===== src/rtl/asc_pkg.sv =====
// constants and types shared by the static ram controller
package asc_pkg;
	localparam int ADDR_W = 17;
	localparam int DATA_W = 8;
	localparam int CLK_PERIOD_NS = 40;
	// timing figures in their own units
	localparam int T_READ_CYCLE_NS = 70;
	localparam int T_OUT_HOLD_NS = 10;
	localparam int T_OE_FLOAT_NS = 25;
	localparam int T_WRITE_CYCLE_NS = 70;
	localparam int T_WRITE_PULSE_NS = 50;
	localparam int T_ADDR_TO_END_NS = 55;
	localparam int T_SEL_TO_END_NS = 55;
	localparam int T_DATA_TO_END_NS = 35;
	localparam int T_WE_FLOAT_NS = 25;
	localparam int T_WRITE_RECOV_NS = 5;
	localparam int T_RECOVERY_MS = 5;
	localparam int NS_PER_MS = 1000000;
	// flops between the data pins and the sequencer
	localparam int SYNC_DEPTH = 3;
	// cycle counts: least times round up
	localparam int RD_CYC = (T_READ_CYCLE_NS + CLK_PERIOD_NS - 1) / CLK_PERIOD_NS;
	localparam int WP_CYC = (T_WRITE_PULSE_NS + CLK_PERIOD_NS - 1) / CLK_PERIOD_NS;
	localparam int AW_CYC = (T_ADDR_TO_END_NS + CLK_PERIOD_NS - 1) / CLK_PERIOD_NS;
	localparam int CW_CYC = (T_SEL_TO_END_NS + CLK_PERIOD_NS - 1) / CLK_PERIOD_NS;
	localparam int DW_CYC = (T_DATA_TO_END_NS + CLK_PERIOD_NS - 1) / CLK_PERIOD_NS;
	localparam int FL_CYC = (T_OE_FLOAT_NS + CLK_PERIOD_NS - 1) / CLK_PERIOD_NS;
	localparam int WC_CYC = (T_WRITE_CYCLE_NS + CLK_PERIOD_NS - 1) / CLK_PERIOD_NS;
	localparam int WR_CYC = (T_WRITE_RECOV_NS + CLK_PERIOD_NS - 1) / CLK_PERIOD_NS;
	localparam int RECOV_CYC = (T_RECOVERY_MS * NS_PER_MS + CLK_PERIOD_NS - 1)
		/ CLK_PERIOD_NS;
	localparam int CNT_W = 18;
	localparam logic [CNT_W-1:0] CNT_ZERO = 18'h0_0000;
	localparam logic [CNT_W-1:0] CNT_ONE = 18'h0_0001;
	typedef enum logic [6:0] {
		S_IDLE = 7'b000_0001,
		S_RD = 7'b000_0010,
		S_RFLT = 7'b000_0100,
		S_WSET = 7'b000_1000,
		S_WPUL = 7'b001_0000,
		S_WREC = 7'b010_0000,
		S_RET = 7'b100_0000
	} asc_state_t;
endpackage


===== src/rtl/asc_ctrl.sv =====
// host controller driving an asynchronous 128k x 8 static ram
`timescale 1ns/1ps
module asc_ctrl import asc_pkg::*; #(
	parameter int RECOVERY_CYCLES = RECOV_CYC
) (
	// clock and reset
	input wire logic CLK,
	input wire logic NRST,
	// request side
	input wire logic REQ_VALID,
	input wire logic REQ_WRITE,
	input wire logic [asc_pkg::ADDR_W-1:0] REQ_ADDR,
	input wire logic [asc_pkg::DATA_W-1:0] REQ_WDATA,
	output logic REQ_READY,
	output logic [asc_pkg::DATA_W-1:0] RD_DATA,
	output logic RD_VALID,
	// retention control
	input wire logic RET_ENTER,
	input wire logic RET_EXIT,
	output logic IN_RETENTION,
	// memory pins
	output logic [asc_pkg::ADDR_W-1:0] MEM_ADDR,
	output logic MEM_SEL_LOW_N,
	output logic MEM_SEL_HIGH,
	output logic MEM_WE_N,
	output logic MEM_OE_N,
	output logic [asc_pkg::DATA_W-1:0] MEM_DQ_O,
	output logic MEM_DQ_OE_N,
	input wire logic [asc_pkg::DATA_W-1:0] MEM_DQ_I
);
	import asc_pkg::*;

	asc_state_t st_ff, nxt_st;
	logic [CNT_W-1:0] cnt_ff, nxt_cnt;
	logic [ADDR_W-1:0] addr_ff, nxt_addr;
	logic [DATA_W-1:0] wd_ff, nxt_wd, rd_ff, nxt_rd;
	logic rdv_ff, nxt_rdv, sel_ff, nxt_sel, we_n_ff, nxt_we_n;
	logic oe_n_ff, nxt_oe_n, drv_ff, nxt_drv;
	logic [DATA_W-1:0] dq_s1_ff, dq_s2_ff, dq_s3_ff;
	logic recov_ff, nxt_recov;

	//////////////////////////////////////////////////////////////////////
	// data pin input synchroniser
	always_ff @(posedge CLK or negedge NRST) begin
		if (!NRST) begin
			dq_s1_ff <= '0;
			dq_s2_ff <= '0;
			dq_s3_ff <= '0;
		end else begin
			dq_s1_ff <= MEM_DQ_I;
			dq_s2_ff <= dq_s1_ff;
			dq_s3_ff <= dq_s2_ff;
		end
	end

	//////////////////////////////////////////////////////////////////////
	// access sequencer
	always_comb begin
		nxt_st = st_ff;
		nxt_cnt = (cnt_ff == CNT_ZERO) ? CNT_ZERO : cnt_ff - CNT_ONE;
		nxt_addr = addr_ff;
		nxt_wd = wd_ff;
		nxt_rd = rd_ff;
		nxt_rdv = 1'b0;
		nxt_sel = sel_ff;
		nxt_we_n = we_n_ff;
		nxt_oe_n = oe_n_ff;
		nxt_drv = drv_ff;
		nxt_recov = recov_ff;
		case (st_ff)
			S_IDLE: begin
				nxt_sel = 1'b0;
				nxt_we_n = 1'b1;
				nxt_oe_n = 1'b1;
				nxt_drv = 1'b0;
				if (recov_ff) begin
					if (cnt_ff == CNT_ZERO)
						nxt_recov = 1'b0;
				end else if (RET_ENTER) begin
					nxt_st = S_RET;
				end else if (REQ_VALID) begin
					nxt_addr = REQ_ADDR;
					nxt_wd = REQ_WDATA;
					nxt_sel = 1'b1;
					if (REQ_WRITE) begin
						nxt_st = S_WSET;
						nxt_cnt = CNT_W'(CW_CYC > AW_CYC ? CW_CYC : AW_CYC);
					end else begin
						nxt_st = S_RD;
						nxt_oe_n = 1'b0;
						// pins sampled three flops late, so hold longer
						nxt_cnt = CNT_W'(RD_CYC + SYNC_DEPTH);
					end
				end
			end
			S_RD: begin
				if (cnt_ff == CNT_ONE) begin
					nxt_rd = dq_s3_ff;
					nxt_rdv = 1'b1;
					nxt_oe_n = 1'b1;
					nxt_sel = 1'b0;
					nxt_cnt = CNT_W'(FL_CYC);
					nxt_st = S_RFLT;
				end
			end
			S_RFLT: begin
				if (cnt_ff == CNT_ZERO)
					nxt_st = S_IDLE;
			end
			S_WSET: begin
				// selects stable first, strobe falls next
				nxt_we_n = 1'b0;
				nxt_cnt = CNT_W'(WP_CYC > FL_CYC ? WP_CYC : FL_CYC + 1);
				nxt_st = S_WPUL;
			end
			S_WPUL: begin
				// host drives once ram has floated after strobe fell
				if (cnt_ff <= CNT_W'(WP_CYC - DW_CYC + 1))
					nxt_drv = 1'b1;
				if (cnt_ff == CNT_ONE) begin
					nxt_we_n = 1'b1;
					nxt_cnt = CNT_W'(WR_CYC + (WC_CYC > WP_CYC + 2 ? 1 : 0));
					nxt_st = S_WREC;
				end
			end
			S_WREC: begin
				nxt_drv = 1'b0;
				nxt_sel = 1'b0;
				if (cnt_ff == CNT_ZERO)
					nxt_st = S_IDLE;
			end
			S_RET: begin
				nxt_sel = 1'b0;
				if (RET_EXIT) begin
					nxt_recov = 1'b1;
					nxt_cnt = CNT_W'(RECOVERY_CYCLES);
					nxt_st = S_IDLE;
				end
			end
			default: nxt_st = S_IDLE;
		endcase
	end

	always_ff @(posedge CLK or negedge NRST) begin
		if (!NRST) begin
			st_ff <= S_IDLE;
			cnt_ff <= CNT_ZERO;
			addr_ff <= '0;
			wd_ff <= '0;
			rd_ff <= '0;
			rdv_ff <= 1'b0;
			sel_ff <= 1'b0;
			we_n_ff <= 1'b1;
			oe_n_ff <= 1'b1;
			drv_ff <= 1'b0;
			recov_ff <= 1'b0;
		end else begin
			st_ff <= nxt_st;
			cnt_ff <= nxt_cnt;
			addr_ff <= nxt_addr;
			wd_ff <= nxt_wd;
			rd_ff <= nxt_rd;
			rdv_ff <= nxt_rdv;
			sel_ff <= nxt_sel;
			we_n_ff <= nxt_we_n;
			oe_n_ff <= nxt_oe_n;
			drv_ff <= nxt_drv;
			recov_ff <= nxt_recov;
		end
	end

	//////////////////////////////////////////////////////////////////////
	// outputs
	assign REQ_READY = (st_ff == S_IDLE) && !recov_ff && !RET_ENTER;
	assign RD_DATA = rd_ff;
	assign RD_VALID = rdv_ff;
	assign IN_RETENTION = (st_ff == S_RET);
	assign MEM_ADDR = addr_ff;
	assign MEM_SEL_LOW_N = !sel_ff;
	assign MEM_SEL_HIGH = sel_ff;
	assign MEM_WE_N = we_n_ff;
	assign MEM_OE_N = oe_n_ff;
	assign MEM_DQ_O = wd_ff;
	assign MEM_DQ_OE_N = !drv_ff;
endmodule


===== config.mk =====
export PLATFORM = sky130hd
export DESIGN_NAME = asc_ctrl
export DESIGN_NICKNAME = d
export VERILOG_FILES = /design/src/rtl/asc_pkg.sv /design/src/rtl/asc_ctrl.sv
export SDC_FILE = /design/constraint.sdc
export NUM_CORES = 1
export LEC_CHECK = 0
export ABC_AREA = 1
export ABC_CLOCK_PERIOD_IN_PS = 5000
export BUFFER_PORTS_ARGS = -buffer_cell sky130_fd_sc_hd__buf_2
export CAP_MARGIN = 0
export CORE_ASPECT_RATIO = 0.6
export CORE_UTILIZATION = 61
export CTS_BUF_LIST = sky130_fd_sc_hd__clkbuf_8
export DETAILED_ROUTE_END_ITERATION = 10
export MAX_ROUTING_LAYER = met4
export PLACE_DENSITY = 0.93
export SLEW_MARGIN = 40
export SYNTH_ARGS = -nofsm -noshare
export SYNTH_HDL_FRONTEND = slang
export SYNTH_SLANG_ARGS = --single-unit
export TNS_END_PERCENT = 1

===== constraint.sdc =====
create_clock -name CLK -period 5 [get_ports CLK]
set_clock_uncertainty 0.15 [all_clocks]
set_input_delay 0.5 -clock CLK [delete_from_list [all_inputs] [get_ports CLK]]
set_output_delay 0.5 -clock CLK [all_outputs]
set_load 0.005 [all_outputs]

==> run_results.csv, run 1 <==
group,metric,value,unit
status,outcome,"finished clean",
global_route,use_met2,46.53,%
global_route,grt_overflow_total,0,
global_route,antenna_found_initial,0,
final_layout,area_delta_synth_final,16.45,%
logic_synthesis,ys_seq_area_share,54.73,%
run,max-cap-violations,0,
hold_path,hold_path_class,"input port to asynchronous set/reset pin",
final_layout,seqCellArea,0.002206,sq mm
clock_network,ctsHoldBuffers,0,
global_route,grt_max_degree,89,
power_and_ir_drop,p_per_area,634.6,mW/mm^2
logic_synthesis,yosys_warnings,0,
logic_synthesis,syn_area,0.004030,sq mm
timing,fin_setup_tns,0,ps
place,post_dp_cell_area,0.004496,sq mm
timing,worst_slew_pin_slew,666.2,ps
logic_synthesis,yosysUniqueCellTypes,30,
route,finalWirelength,10.07,mm
timing,fmax,423.1,MHz
global_route,grt_first_pass_wirelength,15.70,mm
power_and_ir_drop,leakage,2.632,nW
route,wl_per_cell,17.01,um
logic_synthesis,postSynthNetCount,460,
route,drt_iter0_drc,390,
setup_path,critPathLaunch,"st_ff[2]",
global_route,grt_pass1_vias,3067,
setup_path,cp_slowest_cell,"dfrtp_1",
power_and_ir_drop,pwr-share-seq,36.6,%
setup_path,cpPeakStageDelay,460,ps
logic_synthesis,postSynth.asyncResetShare,100.0,%
logic_synthesis,synth-edff-count,0,
final_layout,diodes,0,
clock_network,cts_buffers,9,
final_layout,fill_cells,391,
global_route,use_met1,43.35,%
clock_network,root_buffer,"clkbuf_8",
place,gp_congestion,0.9867,
die,die_h,64.96,um
clock_network,clk_pin_slew,100,ps
clock_network,cts_buffer_depth,2,
power_and_ir_drop,ir_worst_vdd,0.0003842,V
timing,hold_viol_final,0,
timing,min_period_over_period,47.27,%
final_layout,final_nets,546,
clock_network,cts_resized,0,
logic_synthesis,synth.most_common_cell,"nand2_1",
die,core_region_area,0.006248,sq mm
setup_path,critical_path_buf_inv_count,3,
global_route,grtUsageTotal,32.77,%
setup_path,cp.arrival,1710,ps
setup_path,path_cells,"inv_2 -> nand2_2 -> nor2_2 -> nand2_4 -> nor2_8 -> inv_1 -> nor2_1 -> buf_2",
logic_synthesis,synth_seq_cells,88,
timing,setup_viol,0,
logic_synthesis,syn_avg_cell_area,9.665,sq um
setup_path,critPathKind,"flip-flop to output port",
die,io_pins,80,
setup_path,crit_cells,8,
logic_synthesis,yosys.area.top_type,"dfrtp_1",
route,postRouteAntennaNets,0,
place,portBuffers,79,
route,dr.pass1.iters,5,
timing,postLayoutSetupSlackWorst,2636,ps
setup_path,crit_family,"simple AND/OR/NAND/NOR gates",
setup_path,cp_data_required_time,4350,ps
timing,max-slew-margin-rel,55.58,%
power_and_ir_drop,clock_power_share,16.3,%
logic_synthesis,yosys-top-cells-count,"nand2_1 (98), dfrtp_1 (85), nor2_1 (55)",
die,fp.dieW,106.9,um
setup_path,path_max_fanout,11,
logic_synthesis,ys.flop_type,"dfrtp_1",
power_and_ir_drop,combPwrFrac,47.1,%
die,rows,22,
logic_synthesis,syn_inst,417,
timing,rsz0062_at_grt,"no",
logic_synthesis,synth_area_leaders,"dfrtp_1 (53%), nand2_1 (9.1%), mux2_4 (7.5%)",
power_and_ir_drop,swShare,44.21,%
timing,slew_viol_final,0,
power_and_ir_drop,power_switching,1.317,mW
setup_path,startpoint_type,"flip-flop",
global_route,busiest_layer,"met2",
power_and_ir_drop,finalPower,2.979,mW
place,dpl.hpwl,7.224,mm
final_layout,multiInputGateArea,0.001597,sq mm
global_route,use_met3,11.17,%
clock_network,cts_tree,"done",
route,viasPerCell,5.475,
timing,finalCriticalPeriod,2364,ps
die,dieArea,0.006947,sq mm
setup_path,rr_startpoint,"cnt_ff[14]",
die,start_util,64.50,%
setup_path,rr_worst_depth,8,
logic_synthesis,yosys.area.top_type_share,52.78,%
clock_network,cts_setup_buffers,0,
clock_network,clock_sinks,88,
route,drc,0,
route,vias,3241,
final_layout,drive_gt1_share,33.27,%
power_and_ir_drop,p_int,1.662,mW
clock_network,cts_htree_levels,3,
final_layout,finish.instance_area,0.004693,sq mm
place,pre_cts_ws,2885,ps
clock_network,clock_latency,380,ps
setup_path,cp-end-kind,"output port",
[stage by stage]
step | cells | hold WS (ps) | util, %
floorplan | 417 | 54.41 | -
global placement | 576 | 182.4 | 71.89
detailed placement | 576 | 186.4 | 71.95
CTS | 592 | 43.44 | 75.07
global route | 592 | 54.51 | 75.11
finish | 592 | 6.038 | 75.11
[flip-flops by register name, indices dropped and copies added, names as in the netlist, 7 cells and up]
name and cells:
MEM_ADDR 17, MEM_DQ_O 8, dq_s1_ff 8, dq_s3_ff 8, dq_s2_ff 8, cnt_ff 18, RD_DATA 8, st_ff 7
[layer usage]
layer / share of wire [%] / vias up
li1: - / 1469
met1: 43 / 1553
met2: 44 / 192
met5: 0 / -
met4: 2.5 / 0
met3: 11 / 27
[worst register-to-register path, cell delays in order, from the launching register on]
cell,delay [ps]
dfrtp_1,430
nor2_1,300
nand2_1,110
nor2_2,180
nand2_1,320
a21oi_2,370
nand2_2,100
nand2_1,70
nand2_1,50
[final timing paths]
check	endpoint	slack (ps)
min in group CLK	dq_s1_ff[2]	70
min reg2reg	dq_s2_ff[5]	200
max	REQ_READY	2640
min	cnt_ff[4]	6
max reg2reg	st_ff[2]	2810
max in group asynchronous	st_ff[4]	4230
[final cells by class]
type                       instances  share of cell area, %
sequential                        88                  47.00
multi-input combinational        276                  34.02
timing repair buffer              79                  8.611
inverter                          49                  3.972
clock buffer                       9                  2.639
tap                               84                  2.239
clock inverter                     7                  1.520
[power by group through the flow]
| stage | registers (mW) | clock network [mW] | logic [mW] |
|---|---|---|---|
| after floorplan | 1.06 | 0 | 0.979 |
| after global placement | 1.07 | 0 | 1.29 |
| after detailed placement | 1.08 | 0 | 1.36 |
| after CTS | 1.08 | 0.492 | 1.38 |
| after global routing | 1.10 | 0.516 | 1.53 |
| final | 1.09 | 0.485 | 1.40 |
[cells in the final DEF (no fill, tap or decap)]
cell / instances
xor2_1: 7
buf_2: 78
mux2_2: 5
a21oi_2: 2
inv_6: 2
nor2_8: 1
o21ai_0: 2
inv_4: 1
nand2_2: 8
xnor2_1: 3
dfstp_2: 3
nor2_4: 2
clkinv_8: 1
inv_1: 41
clkinvlp_4: 2
o21ai_1: 2
nand4_1: 3
a21oi_1: 7
mux2_4: 20
nor3_1: 2
dfrtp_1: 85
nor3_2: 1
nand2_4: 4
or2_2: 1
nor2_2: 19
ha_1: 4
nand2_1: 98
inv_8: 2
clkbuf_8: 10
a31oi_1: 1
nand3_1: 28
nor2_1: 55
inv_2: 7
nor3b_1: 1
[kinds of logic (layout without fill, tap and decap cells)]
logic type | Yosys count | after routing | share of synthesized area, %
AND/OR/NAND/NOR | 223 | 223 | 25.40
flip-flops | 88 | 88 | 54.73
buffers and inverters | 53 | 144 | 5.651
multiplexers | 25 | 25 | 8.848
AO/OA/AOI/OAI | 14 | 14 | 1.956
XOR/XNOR | 10 | 10 | 2.173
adder cells (fa/ha/maj) | 4 | 4 | 1.242
No activity file was read; power rests on OpenSTA's default activity.
==> run 2: changes to the inputs <==
--- a/config.mk
+++ b/config.mk
@@ -6,15 +6,15 @@
 export NUM_CORES = 1
 export LEC_CHECK = 0
 export ABC_AREA = 1
-export ABC_CLOCK_PERIOD_IN_PS = 5000
+export ABC_CLOCK_PERIOD_IN_PS = 2470
 export BUFFER_PORTS_ARGS = -buffer_cell sky130_fd_sc_hd__buf_2
 export CAP_MARGIN = 0
 export CORE_ASPECT_RATIO = 0.6
-export CORE_UTILIZATION = 61
+export CORE_UTILIZATION = 57
 export CTS_BUF_LIST = sky130_fd_sc_hd__clkbuf_8
 export DETAILED_ROUTE_END_ITERATION = 10
 export MAX_ROUTING_LAYER = met4
-export PLACE_DENSITY = 0.93
+export PLACE_DENSITY = 0.88
 export SLEW_MARGIN = 40
 export SYNTH_ARGS = -nofsm -noshare
 export SYNTH_HDL_FRONTEND = slang
==> constraint.sdc (replaced) <==
create_clock -name CLK -period 2.47 [get_ports CLK]
set_clock_uncertainty 0.15 [all_clocks]
set_input_delay 0.247 -clock CLK [delete_from_list [all_inputs] [get_ports CLK]]
set_output_delay 0.247 -clock CLK [all_outputs]
set_load 0.005 [all_outputs]
==> run 2 against run 1 <==
Wire length is 7.3% higher; critical path depth rose by 1; flip-flop and latch count did not move; register-to-register slack lost 2600 ps; non-clock buffer count rose by 37; total power rose by 100%; hold slack better by 78 ps; sequential share of layout area fell by 3.4 points; combinational power rose by 110%; first-iteration DRC count shrank 29%.
==> run_results.csv, run 2 (same netlist as run 1, synthesis figures left out) <==
group,metric,value,unit
status,outcome,"finished clean",
place,place_inst,581,
die,start_util,59.59,%
timing,min_period_over_period,90.92,%
power_and_ir_drop,power_switching,2.683,mW
timing,fmax,445.3,MHz
setup_path,rr_startpoint,"cnt_ff[0]",
die,dieArea,0.007422,sq mm
clock_network,cts_buffer_depth,2,
route,postRouteAntennaNets,0,
final_layout,finish.instance_area,0.005055,sq mm
clock_network,cts_htree_levels,3,
place,portBuffers,79,
timing,fin_setup_tns,0,ps
final_layout,drive_gt1_share,31.19,%
place,post_dp_cell_area,0.004523,sq mm
global_route,grt_first_pass_wirelength,16.57,mm
setup_path,cp-end-kind,"flip-flop",
die,rows,23,
place,gp_congestion,1.021,
route,finalWirelength,10.80,mm
route,wl_per_cell,17.09,um
power_and_ir_drop,leakage,2.790,nW
hold_path,min_from,"RET_EXIT",
global_route,grt_pass1_vias,3327,
timing,hold_viol_final,0,
final_layout,regMostFlops,"cnt_ff",
power_and_ir_drop,p_int,3.390,mW
place,pre_cts_ws,394.0,ps
power_and_ir_drop,ir_worst_vdd,0.0007720,V
power_and_ir_drop,p_per_area,1202,mW/mm^2
die,io_pins,80,
global_route,grtUsageTotal,31.12,%
final_layout,final_core_util,74.75,%
global_route,grt_overflow_total,0,
clock_network,cts_tree,"done",
setup_path,startpoint_type,"flip-flop",
place,dpl.hpwl,6.537,mm
clock_network,cts_resized,0,
route,dr.pass1.iters,7,
run,max-cap-violations,0,
die,die_h,67.13,um
power_and_ir_drop,finalPower,6.074,mW
timing,worst_slew_pin_slew,493.3,ps
setup_path,rr_worst_depth,9,
timing,rsz0062_at_grt,"no",
timing,postLayoutSetupSlackWorst,224.3,ps
final_layout,final_nets,583,
power_and_ir_drop,clock_power_share,15.7,%
clock_network,clk_pin_slew,100,ps
setup_path,cp.arrival,2370,ps
final_layout,area_delta_synth_final,25.43,%
timing,finalCriticalPeriod,2246,ps
route,drt_iter0_drc,276,
route,drc,0,
setup_path,cp_data_required_time,2590,ps
clock_network,cts_buffers,9,
global_route,antenna_found_initial,0,
clock_network,clock_sinks,88,
die,fp.dieW,110.6,um
clock_network,root_buffer,"clkbuf_8",
power_and_ir_drop,pwr-share-seq,36.4,%
hold_path,hold_path_class,"input port to flip-flop",
setup_path,critPathKind,"flip-flop to flip-flop",
final_layout,diodes,0,
clock_network,clock_latency,380,ps
route,vias,3350,
global_route,grt_max_degree,45,
setup_path,path_max_fanout,11,
timing,setup_viol,0,
timing,max-slew-margin-rel,67.03,%
setup_path,critPathLaunch,"cnt_ff[0]",
hold_path,whs_path_depth,4,
die,core_region_area,0.006763,sq mm
final_layout,mostFrequentLayoutCells,"nand2_1 (98), dfrtp_1 (85), buf_2 (78)",
final_layout,final_common_cell,"nand2_1",
route,viasPerCell,5.301,
timing,slew_viol_final,0,
timing,timing.hold.ws,83.98,ps
power_and_ir_drop,swShare,44.18,%
power_and_ir_drop,combPwrFrac,47.9,%
final_layout,largest_reg_flops,18,
final_layout,fill_cells,430,
final_layout,fin_cells,632,
run 2: worst paths after layout:
path	slack [ps]	end
max	220	st_ff[5]
min	80	st_ff[6]
max reg2reg	220	st_ff[5]
min reg2reg	200	dq_s2_ff[4]
max in group asynchronous	1330	MEM_OE_N
min in group asynchronous	170	st_ff[2]
run 2: worst max-delay path: stages (launching register included):
cell     delay [ps]
dfrtp_1         410
inv_1           210
ha_1            190
inv_1            40
nor2_1          150
nand2_1         330
a21oi_2         400
nand2_2         130
nand2_1          80
nand2_1          60
run 2: cell type report:
cell class                      count  area [sq um]  share of cell area (%)
Multi-Input combinational cell    276          1597                   31.58
Timing Repair Buffer              116         775.7                   15.35
Clock buffer                        9         123.9                   2.450
Clock inverter                      7         57.56                   1.139
Inverter                           49         186.4                   3.688
Tap cell                           87         108.9                   2.153
Sequential cell                    88          2206                   43.64
run 2: per-layer routing:
metal	GRT usage [%]	vias to the layer above	share of wire [%]
met3	9.605	43	9.6
met1	37.34	1571	40
met5	-	-	0
met2	50.08	199	47
li1	-	1537	-
met4	13.00	0	3.1
run 2: timing repair:
action                                 in CTS  in global routing
hold buffers                               35                  0
endpoints found under the hold margin     101                  0
setup buffers                               0                  0
run 2: power groups by stage:
stage	sequential [mW]	clock [mW]	combinational [mW]
after floorplan	2.15	0	1.98
after global placement	2.16	0	2.59
after detailed placement	2.17	0	2.69
after CTS	2.16	0.936	2.75
after global routing	2.24	1.02	3.14
final	2.21	0.956	2.91
